### src/include/psr_pkg.sv
package psr_pkg;

	// Clock rate in kHz, period 50 ns.
	localparam int CLK_KHZ = 20000;
	localparam int CLK_NS = 50;

	// Pin timing figures, in their own units.
	localparam int ENABLE_PULSE_NS = 100;
	localparam int PRECHARGE_NS = 50;
	localparam int AUTO_REFRESH_PULSE_NS = 30;
	localparam int AUTO_REFRESH_PULSE_MAX_NS = 8000;
	localparam int REFRESH_CYCLE_NS = 160;
	localparam int REFRESH_TO_ENABLE_NS = 50;
	localparam int SELF_REFRESH_ENTRY_NS = 8000;
	localparam int SELF_REFRESH_EXIT_NS = 190;
	localparam int REFRESH_PERIOD_MS = 8;
	localparam int POWER_UP_US = 100;
	localparam int ROWS = 512;

	// Least times round up to whole cycles.
	localparam int ENABLE_PULSE_CYC = (ENABLE_PULSE_NS + CLK_NS - 1) / CLK_NS;
	localparam int PRECHARGE_CYC = (PRECHARGE_NS + CLK_NS - 1) / CLK_NS;
	// The auto pulse is one cycle longer than the minimum, well under its maximum.
	localparam int AUTO_PULSE_CYC = (AUTO_REFRESH_PULSE_NS + CLK_NS - 1) / CLK_NS + 1;
	localparam int AUTO_PULSE_MAX_CYC = AUTO_REFRESH_PULSE_MAX_NS / CLK_NS;
	localparam int AUTO_HIGH_CYC = (REFRESH_CYCLE_NS + CLK_NS - 1) / CLK_NS - AUTO_PULSE_CYC + 1;
	localparam int RFD_CYC = (REFRESH_TO_ENABLE_NS + CLK_NS - 1) / CLK_NS;
	// Two cycles of margin over the entry width.
	localparam int SELF_ENTRY_CYC = (SELF_REFRESH_ENTRY_NS + CLK_NS - 1) / CLK_NS + 2;
	localparam int SELF_EXIT_CYC = (SELF_REFRESH_EXIT_NS + CLK_NS - 1) / CLK_NS;
	localparam int POWER_UP_CYC = POWER_UP_US * 1000 / CLK_NS;
	// Spacing of refresh requests: longest time, rounds down.
	localparam int REFRESH_INTERVAL_CYC = REFRESH_PERIOD_MS * CLK_KHZ / ROWS;

	// Widths and reset values.
	localparam int ADDR_W = 17;
	localparam int DATA_W = 8;
	localparam int CNT_W = 16;
	localparam logic [CNT_W-1:0] CNT_ZERO = 16'h0000;

	// Host request.
	typedef struct packed {
		logic write;
		logic [ADDR_W-1:0] addr;
		logic [DATA_W-1:0] wdata;
	} psr_req_t;

	// Pins toward the memory, all active as named.
	typedef struct packed {
		logic enable_low_active_n;
		logic enable_high_active;
		logic output_enable_n;
		logic write_enable_n;
		logic refresh_n;
		logic [ADDR_W-1:0] address_bus;
	} psr_pins_t;

	// Controller states, one-hot.
	typedef enum logic [8:0] {
		ST_POWER = 9'h001,
		ST_IDLE = 9'h002,
		ST_ACCESS = 9'h004,
		ST_PRECH = 9'h008,
		ST_AUTO_LO = 9'h010,
		ST_AUTO_HI = 9'h020,
		ST_SELF = 9'h040,
		ST_EXIT = 9'h080,
		ST_RFD = 9'h100
	} psr_state_t;

endpackage

### src/verilog/psr_host.sv
`timescale 1ns/100ps

module psr_host #(
	parameter int POWER_UP_CYCLES = psr_pkg::POWER_UP_CYC,
	parameter int REFRESH_INTERVAL = psr_pkg::REFRESH_INTERVAL_CYC
) (
	// Clock and reset.
	input wire logic ref_clk,
	input wire logic rst,
	// Host request port.
	input wire logic req_valid,
	input wire psr_pkg::psr_req_t req,
	output logic req_ready,
	output logic rsp_valid,
	output logic [psr_pkg::DATA_W-1:0] rsp_rdata,
	// Standby control from the system.
	input wire logic standby_req,
	output logic standby_active,
	// Memory pins.
	output psr_pkg::psr_pins_t pins,
	input wire logic [psr_pkg::DATA_W-1:0] data_pins_in,
	output logic [psr_pkg::DATA_W-1:0] data_pins_out,
	output logic data_pins_oe_n
);

	// State, down counter, refresh timer and owed-refresh flag.
	psr_pkg::psr_state_t state_q, state_d;
	logic [psr_pkg::CNT_W-1:0] cnt_q, cnt_d;
	logic [psr_pkg::CNT_W-1:0] rtmr_q, rtmr_d;
	logic rpend_q, rpend_d;
	// Latched request, so the end of the cycle knows a read from a write.
	psr_pkg::psr_req_t cur_q, cur_d;
	// Output flops.
	psr_pkg::psr_pins_t pins_q, pins_d;
	logic [psr_pkg::DATA_W-1:0] dout_q, dout_d, rdata_q, rdata_d;
	logic oe_n_q, oe_n_d, ready_q, ready_d, rsp_q, rsp_d, stby_q, stby_d;
	// Two-stage synchroniser for the read data pins.
	logic [psr_pkg::DATA_W-1:0] din_s1_q, din_s2_q;

	// Converts a cycle count into the counter width.
	function automatic logic [psr_pkg::CNT_W-1:0] cyc(input int n);
		return psr_pkg::CNT_W'(n - 1);
	endfunction

	// Read data crosses from the pins; only the second stage is used.
	always_ff @(posedge ref_clk) begin
		din_s1_q <= data_pins_in;
		din_s2_q <= din_s1_q;
	end

	// Next-state logic for the whole sequencer.
	always_comb begin
		state_d = state_q;
		cnt_d = (cnt_q == psr_pkg::CNT_ZERO) ? cnt_q : cnt_q - 1'b1;
		rtmr_d = rtmr_q - 1'b1;
		rpend_d = rpend_q;
		cur_d = cur_q;
		pins_d = pins_q;
		dout_d = dout_q;
		oe_n_d = oe_n_q;
		rdata_d = rdata_q;
		ready_d = 1'b0;
		rsp_d = 1'b0;
		stby_d = stby_q;
		// Refresh timer: one row owed per interval, 512 per 8 ms.
		if (rtmr_q == psr_pkg::CNT_ZERO) begin
			rtmr_d = cyc(REFRESH_INTERVAL);
			if (state_q != psr_pkg::ST_SELF) begin
				rpend_d = 1'b1;
			end
		end
		case (state_q)
			psr_pkg::ST_POWER: begin
				// Deselected, refresh high, for the power-up pause.
				if (cnt_q == psr_pkg::CNT_ZERO) begin
					state_d = psr_pkg::ST_IDLE;
					ready_d = 1'b1;
				end
			end
			psr_pkg::ST_IDLE: begin
				// A request met with ready high is always taken, so ready never lies to the host.
				// An owed refresh then waits one access at most, far inside its interval.
				if (req_valid && ready_q) begin
					// Address, controls and the enable edge leave together.
					cur_d = req;
					pins_d.address_bus = req.addr;
					pins_d.enable_low_active_n = 1'b0;
					pins_d.write_enable_n = ~req.write;
					pins_d.output_enable_n = req.write;
					dout_d = req.wdata;
					oe_n_d = ~req.write;
					cnt_d = cyc(psr_pkg::ENABLE_PULSE_CYC);
					state_d = psr_pkg::ST_ACCESS;
				end else if (rpend_q) begin
					// Refresh only starts from deselected.
					pins_d.refresh_n = 1'b0;
					cnt_d = cyc(psr_pkg::AUTO_PULSE_CYC);
					// A row owed in this very cycle stays owed: the set wins over the clear.
					rpend_d = (rtmr_q == psr_pkg::CNT_ZERO);
					state_d = psr_pkg::ST_AUTO_LO;
				end else if (standby_req) begin
					pins_d.refresh_n = 1'b0;
					cnt_d = cyc(psr_pkg::SELF_ENTRY_CYC);
					state_d = psr_pkg::ST_SELF;
				end else begin
					ready_d = 1'b1;
				end
			end
			psr_pkg::ST_ACCESS: begin
				// Enable and write enable rise together; data still held.
				if (cnt_q == psr_pkg::CNT_ZERO) begin
					pins_d.enable_low_active_n = 1'b1;
					pins_d.write_enable_n = 1'b1;
					pins_d.output_enable_n = 1'b1;
					cnt_d = cyc(psr_pkg::PRECHARGE_CYC);
					state_d = psr_pkg::ST_PRECH;
				end
			end
			psr_pkg::ST_PRECH: begin
				// Zero data hold: release bus one cycle after the enable rises.
				oe_n_d = 1'b1;
				if (cnt_q == psr_pkg::CNT_ZERO) begin
					cnt_d = cyc(psr_pkg::RFD_CYC);
					state_d = psr_pkg::ST_RFD;
				end
			end
			psr_pkg::ST_RFD: begin
				// Gap from enable high to a refresh fall, and precharge.
				if (cnt_q == psr_pkg::CNT_ZERO) begin
					// The byte sampled by the first stage at the enable rise has only now reached the
					// second stage; this relies on one precharge and one gap cycle, as the package sets.
					if (!cur_q.write) begin
						rdata_d = din_s2_q;
						rsp_d = 1'b1;
					end
					state_d = psr_pkg::ST_IDLE;
					ready_d = ~rpend_q & ~standby_req;
				end
			end
			psr_pkg::ST_AUTO_LO: begin
				if (cnt_q == psr_pkg::CNT_ZERO) begin
					pins_d.refresh_n = 1'b1;
					cnt_d = cyc(psr_pkg::AUTO_HIGH_CYC);
					state_d = psr_pkg::ST_AUTO_HI;
				end
			end
			psr_pkg::ST_AUTO_HI: begin
				// Refresh precharge and cycle time before anything else.
				if (cnt_q == psr_pkg::CNT_ZERO) begin
					state_d = psr_pkg::ST_IDLE;
				end
			end
			psr_pkg::ST_SELF: begin
				// Device runs its own timer; we only hold refresh low.
				if (cnt_q == psr_pkg::CNT_ZERO) begin
					stby_d = 1'b1;
				end
				if (!standby_req && cnt_q == psr_pkg::CNT_ZERO) begin
					pins_d.refresh_n = 1'b1;
					stby_d = 1'b0;
					cnt_d = cyc(psr_pkg::SELF_EXIT_CYC);
					state_d = psr_pkg::ST_EXIT;
				end
			end
			psr_pkg::ST_EXIT: begin
				// Owe a fresh row after the long standby.
				if (cnt_q == psr_pkg::CNT_ZERO) begin
					rpend_d = 1'b1;
					state_d = psr_pkg::ST_IDLE;
				end
			end
			default: begin
				state_d = psr_pkg::ST_IDLE;
			end
		endcase
	end

	// Registers; high enable tied asserted, so its timing around the low one holds.
	always_ff @(posedge ref_clk) begin
		if (rst) begin
			state_q <= psr_pkg::ST_POWER;
			cnt_q <= cyc(POWER_UP_CYCLES);
			rtmr_q <= cyc(REFRESH_INTERVAL);
			rpend_q <= 1'b0;
			cur_q <= '0;
			pins_q <= '{enable_low_active_n: 1'b1, enable_high_active: 1'b1, output_enable_n: 1'b1,
				write_enable_n: 1'b1, refresh_n: 1'b1, address_bus: '0};
			dout_q <= '0;
			oe_n_q <= 1'b1;
			rdata_q <= '0;
			ready_q <= 1'b0;
			rsp_q <= 1'b0;
			stby_q <= 1'b0;
		end else begin
			state_q <= state_d;
			cnt_q <= cnt_d;
			rtmr_q <= rtmr_d;
			rpend_q <= rpend_d;
			cur_q <= cur_d;
			pins_q <= pins_d;
			dout_q <= dout_d;
			oe_n_q <= oe_n_d;
			rdata_q <= rdata_d;
			ready_q <= ready_d;
			rsp_q <= rsp_d;
			stby_q <= stby_d;
		end
	end

	// Outputs come straight from flops.
	assign pins = pins_q;
	assign data_pins_out = dout_q;
	assign data_pins_oe_n = oe_n_q;
	assign req_ready = ready_q;
	assign rsp_valid = rsp_q;
	assign rsp_rdata = rdata_q;
	assign standby_active = stby_q;

endmodule // psr_host
### config.mk
export PLATFORM = sky130hd
export DESIGN_NAME = psr_host
export DESIGN_NICKNAME = d
export VERILOG_FILES = /design/src/include/psr_pkg.sv /design/src/verilog/psr_host.sv
export SDC_FILE = /design/constraint.sdc
export NUM_CORES = 1
export LEC_CHECK = 0
export ABC_AREA = 1
export BUFFER_PORTS_ARGS = -buffer_cell sky130_fd_sc_hd__buf_2
export CAP_MARGIN = 15
export CORE_MARGIN = 5
export CORE_UTILIZATION = 30
export DETAILED_ROUTE_END_ITERATION = 12
export GPL_ROUTABILITY_DRIVEN = 1
export SYNTH_ARGS = -nofsm -noshare
export SYNTH_HDL_FRONTEND = slang
export SYNTH_SLANG_ARGS = --single-unit
### constraint.sdc
create_clock -name ref_clk -period 5.1 [get_ports ref_clk]
set_input_delay 0.51 -clock ref_clk [delete_from_list [all_inputs] [get_ports ref_clk]]
set_output_delay 0.51 -clock ref_clk [all_outputs]
set_load 0.005 [all_outputs]
==> results.md <==
- Synthesis-to-finish area growth: 20.0%
- Full die area: 16500 sq um
- Count of instances resized after the clock tree is built: 0
- Post-CTS Setup Repair Bufs: 0
- CTS max path bufs: 2
- CTS tree: done
- Post-synth top flop: dfxtp_1
- Max-capacitance violation count: 0
- Clock buffer count from CTS: 9
- Kind of end point of the critical path: register
- Multiplexer area fraction after synthesis: 0%
- Count of unique library cells instantiated by Yosys: 40
- Async S/R FF share, synth: 0%
- Largest net degree at the start of global routing: 59
- Share of the cycle needed by the critical path after routing: 43.9%
- Net count, final: 683
- Final number of setup-violating endpoints: 0
- First-pass GRT wire length: 16000 um
- Worst VDD drop: 0.000233 V
- Post-Syn Nets: 609
- Cell at the root of the clock tree: clkbuf_16
- Final hold violations: 0
- PwrDens: 439 nW/um^2
- Number of slew-limit violations in the final report: 0
- Post-route worst hold slack: 0.261 ns
- Post-Syn Area per Cell: 7.41 sq um
- Final total negative setup slack: 0 ns
- DRT Pass-1 Iters: 4
- Min Tclk post-route: 2.24 ns
- Transition at the pin with the smallest max-transition slack: 0.552 ns
- Compound-Gate Fraction of Synth Area: 9.66%
- Path type of the worst setup path: register to register
- GRT Resource Usage Total: 11.9%
- Worst Clk Skew: 0.00577 ns
- Vias in the first global route: 3301
- Sequential Area: 2000 sq um
- Fraction of the mapped netlist area in simple logic gates: 30.7%
- Worst path arrival time: 2.46 ns
- Mapped cell area: 4210 sq um
- Placement row count: 43
- Hold bufs inserted after CTS: 0
- Port-buffer cells: 78
- Leakage power figure: 2.41 nW
- Main combinational cell family by area after synthesis: simple AND/OR/NAND/NOR gates
- Unrepaired setup endpoints after global routing: no
- RD Place Congestion: 0.850
- Half-perimeter wire length after detailed placement: 6820 um
- Cells after Synth: 568
- DR iter-0 viols: 215
- Kind of launch point of the worst setup path: register
- Final global-route overflow total: 0
- Kind of path behind the tightest hold check: primary input to register
- Synth warn: 0
- Share of the synthesized area in the top cell type: 47.5%
- Seq cells post-synth: 100
- Number of diodes: 0
- Layout fillers: 1471
- DRT antenna net count: 0
- Detailed Route WL: 9510 um
- Area of the multi-input gates: 1900 sq um
- Largest driver fanout on the critical path: 30
- Maximum clock rate: 0.447 GHz
- Antenna violations before repair: 0
- H-tree lvl count: 3
- Adder-cell share of the synthesized area: 0.892%
- Worst max-slew margin expressed relative to the limit: 63.2%
- Count of pins on the block boundary: 80
- Result of the run: completed
- Core area: 13800 sq um
- TritonCTS Sinks: 100
- Clock transition time at the flip-flop clock pins of the worst setup and hold paths: 0.07 ns
- DR vias/cell: 4.34
- Overall die width: 128 um
- Worst endpoint required time: 5.33 ns
- Sequential-to-total area share from yosys stat: 47.5%
- Total via count after detailed routing: 3589
- Cell types with the largest area share after synthesis: dfxtp_1 48%, nor2_1 12%, nand2_1 8.4%
- Synthesized-area fraction occupied by xor and xnor cells: 3.74%
- Cell area reported after detailed placement: 4740 sq um
- Starting Density: 30.4%
- Most used standard cells in the synthesized netlist: 130 x nor2_1, 100 x dfxtp_1, 94 x nand2_1
- Cell with the most instances after synthesis: nor2_1
- Fraction of layout instances using a drive strength above 1: 20.2%
- Yosys top cell by area: dfxtp_1
- Number of enable flip-flop cells after synthesis: 0
- Die extent in y: 128 um
- Post-route standard cell area excluding fillers: 5050 sq um
- Number of design rule violations left after detail routing: 0
- Worst-skew pair later-pin latency: 0.35 ns
- Mean routed wirelength per cell: 11.5 um
## sequential cells by signal, indices dropped and copies added (netlist names)
signal          count
cur_q               1
rsp_valid           1
pins               21
rpend_q             1
standby_active      1
data_pins_oe_n      1
req_ready           1
din_s1_q            8
din_s2_q            8
cnt_q              16
state_q             9
rtmr_q             16
data_pins_out       8
rsp_rdata           8
## cells in the final DEF (no fill, tap or decap), types with 10 or more instances in the layout
master / instances
nor2_1: 130
dfxtp_1: 100
nand2_1: 94
buf_2: 78
inv_1: 54
o21ai_0: 46
nand3_1: 29
a21oi_1: 17
nor2_2: 11
nand2_2: 11
xor2_1: 10
## routing by layer
metal,part of all wire (%),GRT usage (%),up-vias
met3,4.3,2.08,13
li1,-,-,1935
met4,2.1,5.81,0
met5,0,0,-
met2,45,18.1,65
met1,49,16.4,1576
## where the power goes
| part | internal (mW) | total (mW) | switching, mW |
|---|---|---|---|
| logic | 0.204 | 0.606 | 0.403 |
| clock network | 0.389 | 0.700 | 0.312 |
| registers | 0.854 | 0.913 | 0.0590 |
## critical path, cell delays in order, from the launching register on
cell,delay (ns)
dfxtp_1,0.33
nor2_2,0.19
nand3_2,0.19
inv_2,0.11
nand2_2,0.08
nor2_4,0.43
inv_2,0.38
nor2_2,0.19
inv_1,0.07
o21ai_1,0.08
nand2_1,0.05
## cell type report
| cell class | instances | share of cell area, % |
|---|---|---|
| Clock buffer | 9 | 4.46 |
| Sequential cell | 100 | 39.6 |
| Multi-Input combinational cell | 394 | 37.6 |
| Timing Repair Buffer | 79 | 7.88 |
| Tap cell | 180 | 4.46 |
| Inverter | 58 | 4.31 |
| Clock inverter | 7 | 1.66 |
## metrics by stage
| step | utilization (%) | total power, mW | setup slack [ns] | std cells |
|---|---|---|---|---|
| detailed placement | 34.3 | 1.54 | 2.83 | 811 |
| global placement | 34.3 | 1.54 | 2.89 | 811 |
| global route | 36.5 | 2.37 | 2.61 | 827 |
| floorplan | - | 1.43 | 3.45 | 568 |
| finish | 36.5 | 2.22 | 2.86 | 827 |
| CTS | 36.5 | 2.24 | 2.82 | 827 |
## final timing paths
kind / cells after the start / start / endpoint / slack [ns]
worst min register to register: 0 / din_s1_q[4]$_DFF_P_ / din_s2_q[4]$_DFF_P_ / 0.33
worst max-delay path: 10 / state_q[4]$_SDFFE_PP0P_ / pins[19]$_SDFFE_PP1P_ / 2.86
worst min-delay path: 1 / data_pins_in[7] / din_s1_q[7]$_DFF_P_ / 0.26
worst max register to register: 10 / state_q[4]$_SDFFE_PP0P_ / pins[19]$_SDFFE_PP1P_ / 2.86
## logic make-up after synthesis
logic type | count (synthesis)
AOI/OAI and AO/OA | 74
and+or+nand+nor | 298
buffers and inverters | 74
other | 1
DFF | 100
adders and majority gates | 3
xor gates and xnor gates | 18
Power figures use the tool's default switching activity.
